$ cat src/core/uep_defs.svh
`ifndef UEP_DEFS_SVH
`define UEP_DEFS_SVH

// Register indices; byte address is four times the index
`define UEP_IDX_MAXH   12'h130
`define UEP_IDX_MAXL   12'h131
`define UEP_IDX_CFG    12'h132
`define UEP_IDX_SPARE  12'h133
`define UEP_IDX_CTL    12'h134

// AXI4-Lite byte address width
`define UEP_AXI_AW     14

// Field positions
`define UEP_MAXH_MSB   1
`define UEP_MAXL_LSB   3
`define UEP_CFG_DIR    7
`define UEP_CFG_MODE   6
`define UEP_CFG_EN     5
`define UEP_CFG_ID_MSB 3
`define UEP_CTL_AUTO   7
`define UEP_CTL_SHORT  6
`define UEP_CTL_RXDIS  5
`define UEP_CTL_TGL    4
`define UEP_CTL_TSET   3
`define UEP_CTL_TCLR   2
`define UEP_CTL_NAK    1
`define UEP_CTL_STALL  0

// Reset values
`define UEP_RST_MAXH   8'h00
`define UEP_RST_MAXL   8'h00
`define UEP_RST_CFG    8'h00
`define UEP_RST_CTL    8'h00

// AXI responses
`define UEP_RESP_OKAY   2'h0
`define UEP_RESP_SLVERR 2'h2

`endif

$ cat src/core/uep_pkg.sv
package uep_pkg;

    typedef enum logic [1:0] {
        UEP_RSP_ACK,
        UEP_RSP_NAK,
        UEP_RSP_STALL
    } uep_rsp_t;

    typedef enum logic {
        UEP_IDLE,
        UEP_BUSY
    } uep_state_t;

    // From the serial engine
    typedef struct packed {
        logic       tok;
        logic [3:0] tok_id;
        logic       tok_in;
        logic       done;
        logic       ok;
        logic       short_pkt;
        logic       fifo_empty;
        logic       hs;
    } uep_link_in_t;

    // To the serial engine
    typedef struct packed {
        logic       sel;
        uep_rsp_t   rsp;
        logic       pid_odd;
        logic       zlp;
        logic       short_ok;
        logic       ping;
        logic       always_tgl;
        logic [9:0] max_len;
    } uep_link_out_t;

    // One register write
    typedef struct packed {
        logic        en;
        logic [11:0] idx;
        logic [7:0]  data;
    } uep_wr_t;

endpackage

$ cat src/core/uep_endpoint_ctrl.sv
// Overview of operation
// - Max packet length held as bits 9..3
// - Direction bit: 0 OUT, 1 IN
// - IN mode bit: normal or always toggle
// - OUT mode bit: bulk with PING at high speed, or interrupt
// - Disabled endpoint ignores host tokens
// - Endpoint number 0 to 15 in bits 3..0
// - Auto NAK after each good transaction
// - Short send lets partial FIFO go out
// - Short send clears after short packet sent
// - Short send with empty FIFO sends zero-length
// - Short OUT packet sets NAK unless disabled
// - Auto NAK wins over short disable
// - Toggle state bit readable
// - Set and clear strobes force toggle
// - NAK hold answers NAK, deferred mid-transaction
// - STALL wins, applies from next transaction
// - Clear beats set in same write
//
// The AXI4-Lite register port was decided locally.
`timescale 1ns/1ps
`include "uep_defs.svh"

module uep_endpoint_ctrl (
    // Clock and reset
    input  logic                   aclk,
    input  logic                   aresetn,
    // AXI4-Lite register bus
    input  logic [`UEP_AXI_AW-1:0] awaddr,
    input  logic                   awvalid,
    output logic                   awready,
    input  logic [31:0]            wdata,
    input  logic [3:0]             wstrb,
    input  logic                   wvalid,
    output logic                   wready,
    output logic [1:0]             bresp,
    output logic                   bvalid,
    input  logic                   bready,
    input  logic [`UEP_AXI_AW-1:0] araddr,
    input  logic                   arvalid,
    output logic                   arready,
    output logic [31:0]            rdata,
    output logic [1:0]             rresp,
    output logic                   rvalid,
    input  logic                   rready,
    // Serial engine
    input  uep_pkg::uep_link_in_t  li,
    output uep_pkg::uep_link_out_t lo
);

    uep_pkg::uep_wr_t    wr;
    logic                wr_err;
    logic [11:0]         rd_idx;
    logic [7:0]          rd_data;
    logic                rd_err;

    // Configuration
    logic [9:3]          max_len;
    logic                dir_in;
    logic                mode;
    logic                ep_en;
    logic [3:0]          ep_id;
    // Control
    logic                auto_nak;
    logic                short_en;
    logic                rx_dis;
    logic                toggle;
    logic                nak_hold;
    logic                nak_pend;
    logic                stall_hold;
    // Transaction tracking
    uep_pkg::uep_state_t state;
    uep_pkg::uep_rsp_t   rsp_q;

    logic                wr_maxh;
    logic                wr_maxl;
    logic                wr_cfg;
    logic                wr_ctl;
    logic                hit;
    logic                busy;
    logic                xend;
    logic                good;
    logic                flip;
    logic                hw_nak;
    logic                short_sent;

    // Typed reset images, since a bare literal cannot have a field picked out
    localparam logic [7:0] rst_maxh = `UEP_RST_MAXH;
    localparam logic [7:0] rst_maxl = `UEP_RST_MAXL;
    localparam logic [7:0] rst_cfg  = `UEP_RST_CFG;
    localparam logic [7:0] rst_ctl  = `UEP_RST_CTL;

    uep_axil_slave u_bus (
        .aclk    (aclk),
        .aresetn (aresetn),
        .awaddr  (awaddr),
        .awvalid (awvalid),
        .awready (awready),
        .wdata   (wdata),
        .wstrb   (wstrb),
        .wvalid  (wvalid),
        .wready  (wready),
        .bresp   (bresp),
        .bvalid  (bvalid),
        .bready  (bready),
        .araddr  (araddr),
        .arvalid (arvalid),
        .arready (arready),
        .rdata   (rdata),
        .rresp   (rresp),
        .rvalid  (rvalid),
        .rready  (rready),
        .wr      (wr),
        .wr_err  (wr_err),
        .rd_idx  (rd_idx),
        .rd_data (rd_data),
        .rd_err  (rd_err)
    );

    // Address decode
    assign wr_maxh = wr.en && (wr.idx == `UEP_IDX_MAXH);
    assign wr_maxl = wr.en && (wr.idx == `UEP_IDX_MAXL);
    assign wr_cfg  = wr.en && (wr.idx == `UEP_IDX_CFG);
    assign wr_ctl  = wr.en && (wr.idx == `UEP_IDX_CTL);
    assign wr_err  = (wr.idx < `UEP_IDX_MAXH) || (wr.idx > `UEP_IDX_CTL);

    // Read mux
    always_comb begin
        rd_err  = 1'b0;
        rd_data = 8'h00;
        unique case (rd_idx)
            `UEP_IDX_MAXH: rd_data = {6'h00, max_len[9:8]};
            `UEP_IDX_MAXL: rd_data = {max_len[7:3], 3'h0};
            `UEP_IDX_CFG:  rd_data = {dir_in, mode, ep_en, 1'b0, ep_id};
            `UEP_IDX_SPARE: rd_data = 8'h00;
            `UEP_IDX_CTL:  rd_data = {auto_nak, short_en, rx_dis, toggle,
                                      2'b00, nak_hold, stall_hold};
            default:       rd_err  = 1'b1;
        endcase
    end

    // Max packet length; sizes are software's concern, not checked here
    always_ff @(posedge aclk) begin
        if (!aresetn) begin
            max_len <= {rst_maxh[`UEP_MAXH_MSB:0], rst_maxl[7:`UEP_MAXL_LSB]};
        end else begin
            if (wr_maxh) begin
                max_len[9:8] <= wr.data[`UEP_MAXH_MSB:0];
            end
            if (wr_maxl) begin
                max_len[7:3] <= wr.data[7:`UEP_MAXL_LSB];
            end
        end
    end

    // Configuration register
    always_ff @(posedge aclk) begin
        if (!aresetn) begin
            dir_in <= rst_cfg[`UEP_CFG_DIR];
            mode   <= rst_cfg[`UEP_CFG_MODE];
            ep_en  <= rst_cfg[`UEP_CFG_EN];
            ep_id  <= rst_cfg[`UEP_CFG_ID_MSB:0];
        end else if (wr_cfg) begin
            dir_in <= wr.data[`UEP_CFG_DIR];
            mode   <= wr.data[`UEP_CFG_MODE];
            ep_en  <= wr.data[`UEP_CFG_EN];
            ep_id  <= wr.data[`UEP_CFG_ID_MSB:0];
        end
    end

    // Token match on number, direction and enable
    assign hit  = li.tok && ep_en && (li.tok_id == ep_id) && (li.tok_in == dir_in);
    assign busy = (state == uep_pkg::UEP_BUSY);
    assign xend = busy && li.done;
    assign good = xend && li.ok && (rsp_q == uep_pkg::UEP_RSP_ACK);

    always_ff @(posedge aclk) begin
        if (!aresetn) begin
            state <= uep_pkg::UEP_IDLE;
        end else begin
            unique case (state)
                uep_pkg::UEP_IDLE: begin
                    if (hit) begin
                        state <= uep_pkg::UEP_BUSY;
                    end
                end
                uep_pkg::UEP_BUSY: begin
                    if (li.done) begin
                        state <= uep_pkg::UEP_IDLE;
                    end
                end
            endcase
        end
    end

    // Reply fixed at the token, so a late STALL waits for the next one
    always_ff @(posedge aclk) begin
        if (!aresetn) begin
            rsp_q <= uep_pkg::UEP_RSP_ACK;
        end else if (hit && !busy) begin
            if (stall_hold) begin
                rsp_q <= uep_pkg::UEP_RSP_STALL;
            end else if (nak_hold) begin
                rsp_q <= uep_pkg::UEP_RSP_NAK;
            end else begin
                rsp_q <= uep_pkg::UEP_RSP_ACK;
            end
        end
    end

    // Hardware NAK requests; auto NAK is not masked by the short disable
    assign hw_nak = good && (auto_nak
                    || (!dir_in && li.short_pkt && !rx_dis));

    always_ff @(posedge aclk) begin
        if (!aresetn) begin
            auto_nak   <= rst_ctl[`UEP_CTL_AUTO];
            rx_dis     <= rst_ctl[`UEP_CTL_RXDIS];
            stall_hold <= rst_ctl[`UEP_CTL_STALL];
        end else if (wr_ctl) begin
            auto_nak   <= wr.data[`UEP_CTL_AUTO];
            rx_dis     <= wr.data[`UEP_CTL_RXDIS];
            stall_hold <= wr.data[`UEP_CTL_STALL];
        end
    end

    // NAK hold; a set during a transaction waits for its end
    always_ff @(posedge aclk) begin
        if (!aresetn) begin
            nak_hold <= rst_ctl[`UEP_CTL_NAK];
            nak_pend <= 1'b0;
        end else begin
            if (wr_ctl && !wr.data[`UEP_CTL_NAK]) begin
                nak_hold <= 1'b0;
                nak_pend <= 1'b0;
            end else if (wr_ctl && busy && !xend) begin
                nak_pend <= 1'b1;
            end else if (wr_ctl) begin
                nak_hold <= 1'b1;
                nak_pend <= 1'b0;
            end
            // A control write in the done cycle overrides the pending set
            if (xend && nak_pend && !wr_ctl) begin
                nak_hold <= 1'b1;
                nak_pend <= 1'b0;
            end
            // Hardware set wins over a clear in the same cycle
            if (hw_nak) begin
                nak_hold <= 1'b1;
            end
        end
    end

    // Short packet send enable
    assign short_sent = good && dir_in && li.short_pkt;

    always_ff @(posedge aclk) begin
        if (!aresetn) begin
            short_en <= rst_ctl[`UEP_CTL_SHORT];
        end else if (wr_ctl) begin
            short_en <= wr.data[`UEP_CTL_SHORT];
        end else if (short_sent) begin
            short_en <= 1'b0;
        end
    end

    // Always-toggle IN flips on any data phase, else only on success
    assign flip = (dir_in && mode) ? (xend && rsp_q == uep_pkg::UEP_RSP_ACK)
                                   : good;

    always_ff @(posedge aclk) begin
        if (!aresetn) begin
            toggle <= rst_ctl[`UEP_CTL_TGL];
        end else if (wr_ctl && wr.data[`UEP_CTL_TCLR]) begin
            toggle <= 1'b0;
        end else if (wr_ctl && wr.data[`UEP_CTL_TSET]) begin
            toggle <= 1'b1;
        end else if (flip) begin
            toggle <= !toggle;
        end
    end

    // Outputs to the serial engine
    assign lo.sel        = busy;
    assign lo.rsp        = rsp_q;
    assign lo.pid_odd    = toggle;
    assign lo.short_ok   = short_en && dir_in;
    assign lo.zlp        = short_en && dir_in && li.fifo_empty;
    // PING exists only at high speed, as reported by the link
    assign lo.ping       = !dir_in && !mode && li.hs;
    assign lo.always_tgl = dir_in && mode;
    assign lo.max_len    = {max_len, 3'h0};
endmodule

$ cat src/core/uep_axil_slave.sv
`timescale 1ns/1ps
`include "uep_defs.svh"

module uep_axil_slave (
    // Clock and reset
    input  logic                   aclk,
    input  logic                   aresetn,
    // AXI4-Lite
    input  logic [`UEP_AXI_AW-1:0] awaddr,
    input  logic                   awvalid,
    output logic                   awready,
    input  logic [31:0]            wdata,
    input  logic [3:0]             wstrb,
    input  logic                   wvalid,
    output logic                   wready,
    output logic [1:0]             bresp,
    output logic                   bvalid,
    input  logic                   bready,
    input  logic [`UEP_AXI_AW-1:0] araddr,
    input  logic                   arvalid,
    output logic                   arready,
    output logic [31:0]            rdata,
    output logic [1:0]             rresp,
    output logic                   rvalid,
    input  logic                   rready,
    // Register side
    output uep_pkg::uep_wr_t       wr,
    input  logic                   wr_err,
    output logic [11:0]            rd_idx,
    input  logic [7:0]             rd_data,
    input  logic                   rd_err
);

    logic                   aw_full;
    logic                   w_full;
    logic [`UEP_AXI_AW-1:0] aw_q;
    logic [7:0]             w_q;
    logic                   s_q;
    logic                   fire;

    assign awready = !aw_full;
    assign wready  = !w_full;
    assign arready = !rvalid;
    assign rd_idx  = araddr[`UEP_AXI_AW-1:2];
    // Both halves held and no response pending
    assign fire    = aw_full && w_full && !bvalid;
    assign wr.en   = fire && s_q;
    assign wr.idx  = aw_q[`UEP_AXI_AW-1:2];
    assign wr.data = w_q;

    always_ff @(posedge aclk) begin
        if (!aresetn) begin
            aw_full <= 1'b0;
            aw_q    <= '0;
        end else if (awvalid && awready) begin
            aw_full <= 1'b1;
            aw_q    <= awaddr;
        end else if (fire) begin
            aw_full <= 1'b0;
        end
    end

    // Only the low lane holds register bits
    always_ff @(posedge aclk) begin
        if (!aresetn) begin
            w_full <= 1'b0;
            w_q    <= 8'h00;
            s_q    <= 1'b0;
        end else if (wvalid && wready) begin
            w_full <= 1'b1;
            w_q    <= wdata[7:0];
            s_q    <= wstrb[0];
        end else if (fire) begin
            w_full <= 1'b0;
        end
    end

    always_ff @(posedge aclk) begin
        if (!aresetn) begin
            bvalid <= 1'b0;
            bresp  <= `UEP_RESP_OKAY;
        end else if (fire) begin
            bvalid <= 1'b1;
            bresp  <= wr_err ? `UEP_RESP_SLVERR : `UEP_RESP_OKAY;
        end else if (bready) begin
            bvalid <= 1'b0;
        end
    end

    always_ff @(posedge aclk) begin
        if (!aresetn) begin
            rvalid <= 1'b0;
            rdata  <= 32'h0000_0000;
            rresp  <= `UEP_RESP_OKAY;
        end else if (arvalid && arready) begin
            rvalid <= 1'b1;
            rdata  <= {24'h00_0000, rd_data};
            rresp  <= rd_err ? `UEP_RESP_SLVERR : `UEP_RESP_OKAY;
        end else if (rready) begin
            rvalid <= 1'b0;
        end
    end

endmodule

$ cat config.mk
export PLATFORM = sky130hd
export DESIGN_NAME = uep_endpoint_ctrl
export DESIGN_NICKNAME = d
export VERILOG_FILES = /design/src/core/uep_pkg.sv /design/src/core/uep_endpoint_ctrl.sv /design/src/core/uep_axil_slave.sv
export VERILOG_INCLUDE_DIRS = /design/src /design/src/core
export SDC_FILE = /design/constraint.sdc
export NUM_CORES = 1
export LEC_CHECK = 0
export BUFFER_PORTS_ARGS = -buffer_cell sky130_fd_sc_hd__buf_4
export CELL_PAD_IN_SITES_DETAIL_PLACEMENT = 1
export CELL_PAD_IN_SITES_GLOBAL_PLACEMENT = 2
export CORE_ASPECT_RATIO = 1.25
export CORE_MARGIN = 2
export CORE_UTILIZATION = 25
export CTS_BUF_LIST = sky130_fd_sc_hd__clkbuf_8
export DETAILED_ROUTE_END_ITERATION = 8
export HOLD_SLACK_MARGIN = 0.08
export PLACE_DENSITY_LB_ADDON = 0.3
export SETUP_SLACK_MARGIN = 0.02
export SYNTH_ARGS = -nofsm -noshare
export SYNTH_HDL_FRONTEND = slang
export SYNTH_SLANG_ARGS = --single-unit
$ cat constraint.sdc
create_clock -name aclk -period 1.7 [get_ports aclk]
set_input_delay 0 -clock aclk [delete_from_list [all_inputs] [get_ports aclk]]
set_output_delay 0 -clock aclk [all_outputs]
set_load 0.03 [all_outputs]
==> results.sh <==
export IMPL_cp_cell_sequence="dlygate4sd3_1, buf_4, inv_1, buf_12, a211oi_1, dlygate4sd3_1"
export IMPL_maxSlewViolCount=0
export IMPL_cts_sinks=59
export IMPL_io_buffers=80
export IMPL_power_leakage_nw=1.79
export IMPL_h_tree_depth=3
export IMPL_synthAdderAreaFrac_pct=0
export IMPL_register_area_mm2=0.00118
export IMPL_vias_per_cell=4.46
export IMPL_cts_tree="done"
export IMPL_grt_pass1_wl_um=13100
export IMPL_whs_ns=0.119
export IMPL_syn2layout_area_growth_pct=44.2
export IMPL_path_max_fanout=46
export IMPL_final_cell_mix="buf_4 (98), nand2_1 (68), dfxtp_1 (59), dlygate4sd3_1 (33)"
export IMPL_initial_core_util_pct=25.6
export IMPL_drive_gt1_share_pct=25.9
export IMPL_antenna_found_initial=0
export IMPL_setup_violations=0
export IMPL_diodes=0
export IMPL_min_delay_start="li[10]"
export IMPL_fp_dieArea_mm2=0.0122
export IMPL_yosysSeqAreaShare_pct=41.9
export IMPL_fill_cells=1340
export IMPL_hpwl_um=6240
export IMPL_ys_ff_latch=59
export IMPL_ys_flop_type="dfxtp_1"
export IMPL_r2r_slack_ns=0.16
export IMPL_drc=0
export IMPL_grt_pass1_vias=2737
export IMPL_numCtsBuffers=9
export IMPL_fin_setup_tns_ns=0
export IMPL_min_period_ns=1.55
export IMPL_critPathMostFrequentCell="dlygate4sd3_1"
export IMPL_synthArstFlopShare_pct=0
export IMPL_place_congestion=0.774
export IMPL_worstSetupPathType="in -> reg"
export IMPL_grt_start_max_net_pins=47
export IMPL_cp_start_kind="input port"
export IMPL_core_mm2=0.0110
export IMPL_skew_ns=0.00578
export IMPL_hold_end="rsp_q[1]$_SDFFE_PN0P_"
export IMPL_reg2reg_depth=6
export IMPL_die_height_um=123
export IMPL_clock_latency_ns=0.34
export IMPL_required_ns=1.98
export IMPL_cts_root_buf="clkbuf_8"
export IMPL_die_w_um=99
export IMPL_grtUsageTotal_pct=13.8
export IMPL_vias=2671
export IMPL_grt_overflow_total=0
export IMPL_slowest_stage="dlygate4sd3_1"
export IMPL_postRouteAntennaNets=0
export IMPL_yosysWarnings=0
export IMPL_p_per_area_mw_per_mm2=763
export IMPL_rows=43
export IMPL_min_path_cells=4
export IMPL_holdCritPathClass="in -> reg"
export IMPL_r2r_start="u_bus.aw_q[2]$_SDFFE_PN0P_"
export IMPL_syn_area_per_cell_um2=8.42
export IMPL_cts_buffer_depth=2
export IMPL_synth_edf_count=0
export IMPL_synth_simple_area_share_pct=26.4
export IMPL_ir_drop_mv=0.355
export IMPL_status="finished, final reports clean"
export IMPL_dr_pass1_iters=4
export IMPL_synth_top_family_by_area="simple AND/OR/NAND/NOR gates"
export IMPL_maxCapViolCount=0
export IMPL_synth_compound_area_share_pct=12.2
export IMPL_synth_cells=335
export IMPL_path_clk_slew_ns=0.07
export IMPL_syn_area_mm2=0.00282
export IMPL_max_freq_mhz=644
export IMPL_finalCritPeriodShare_pct=91.4
export IMPL_finalHoldViolations=0
export IMPL_io_pins=141
export IMPL_cp_slowest_stage_delay_ns=0.57
export IMPL_arrival_ns=1.84
export IMPL_multi_input_area_mm2=0.00144
export IMPL_rsz0062_at_grt="no"
export IMPL_synthXorXnorAreaFrac_pct=1.86
export IMPL_fin_nets=542
export IMPL_drt_initial_drc_count=56
export IMPL_final_common_cell="buf_4"
export IMPL_end_kind="register"
export IMPL_synth_area_mux_share_pct=6.74
export IMPL_r2r_end="auto_nak$_SDFFE_PN0N_"
export IMPL_routed_wl_um=8160
export IMPL_wl_per_cell_um=13.6
export IMPL_ys_types=43
-- cell families after synthesis --
kind of cell	count (synthesis)
AND/OR/NAND/NOR	143
AO/OA/AOI/OAI	57
multiplexers	19
other	1
XOR/XNOR	6
flip-flops	59
buffers and inverters	50
-- sequential cells by signal, indices dropped and copies added (netlist names), 2 cells and up --
signal       flops
u_bus.aw_q      12
rsp_q            2
u_bus.rdata      8
u_bus.w_q        8
ep_id            4
max_len          7
-- how the worst max path moves through the flow --
stage	start	end	cells after the start
6_report	aresetn	u_bus.rvalid$_SDFFE_PN0P_	6
5_1_grt	u_bus.aw_q[10]$_SDFFE_PN0P_	auto_nak$_SDFFE_PN0N_	6
4_1_cts	u_bus.aw_q[2]$_SDFFE_PN0P_	auto_nak$_SDFFE_PN0N_	6
3_5_place_dp	araddr[13]	u_bus.rdata[1]$_SDFFE_PN0P_	5
3_3_place_gp	u_bus.aw_q[10]$_SDFFE_PN0P_	short_en$_SDFFE_PN0P_	6
2_1_floorplan	u_bus.bvalid$_SDFFE_PN0P_	nak_pend$_SDFFE_PP0P_	6
-- final cells by class --
type,instances,area share (%)
inverter,4,0.369
clock inverter,3,0.338
tap,135,4.15
multi-input combinational,254,35.3
clock buffer,12,4.06
timing repair buffer,132,26.7
sequential,59,29.0
-- worst max-delay path, delay by kind of cell --
| family | cells | cell delay, ns |
|---|---|---|
| buf+inv | 5 | 1.62 |
| compound gates | 1 | 0.21 |
-- timing repair --
item,4_1_cts,5_1_grt
endpoints found under the setup margin,0,0
hold endpoints to repair,36,0
buffers inserted,0,0
resized for setup,0,0
hold buffers,33,0
-- layer usage --
metal | up-vias | wire length (um) | global-route usage (%)
li1 | 1343 | - | -
met2 | 80 | 4050 | 23.9
met4 | 0 | 232 | 6.08
met1 | 1231 | 3440 | 16.0
met3 | 17 | 426 | 3.36
met5 | - | 0 | 0
-- power by group --
part	switching, W	internal, W	leakage, nW	total [W]
Combinational	0.000271	0.000216	1.21	0.000488
Sequential	0.0000319	0.00142	0.480	0.00145
Clock	0.000530	0.000630	0.0994	0.00116
Total	0.000833	0.00227	1.79	0.00310
-- stage by stage --
| stage | util, % | power [W] | instances | worst slack, ns | instance area [um^2] |
|---|---|---|---|---|---|
| final | 36.9 | 0.00310 | 599 | 0.146 | 4070 |
| after global routing | 36.9 | 0.00327 | 599 | 0.0212 | 4070 |
| after CTS | 36.9 | 0.00316 | 599 | 0.128 | 4070 |
| after detailed placement | 32.3 | 0.00192 | 551 | 0.131 | 3560 |
| after global placement | 32.3 | 0.00191 | 551 | 0.147 | 3560 |
| after floorplan | - | 0.00178 | 363 | 0.0717 | 2930 |
-- cells in the mapped netlist, types with 4 or more instances --
cell type / n / share of area (%)
a22o_1: 4 / 1.2
o21a_1: 5 / 1.3
xnor2_1: 6 / 1.9
nor2_1: 25 / 3.3
mux2i_1: 19 / 6.7
buf_4: 31 / 8.3
clkbuf_1: 13 / 1.7
o21ai_0: 6 / 1.1
a21oi_1: 29 / 5.1
nand4_1: 6 / 1.3
nor2b_1: 9 / 2.0
inv_1: 4 / 0.53
dfxtp_1: 59 / 42
nand2_1: 68 / 9.1
No activity file was read; power rests on OpenSTA's default activity.
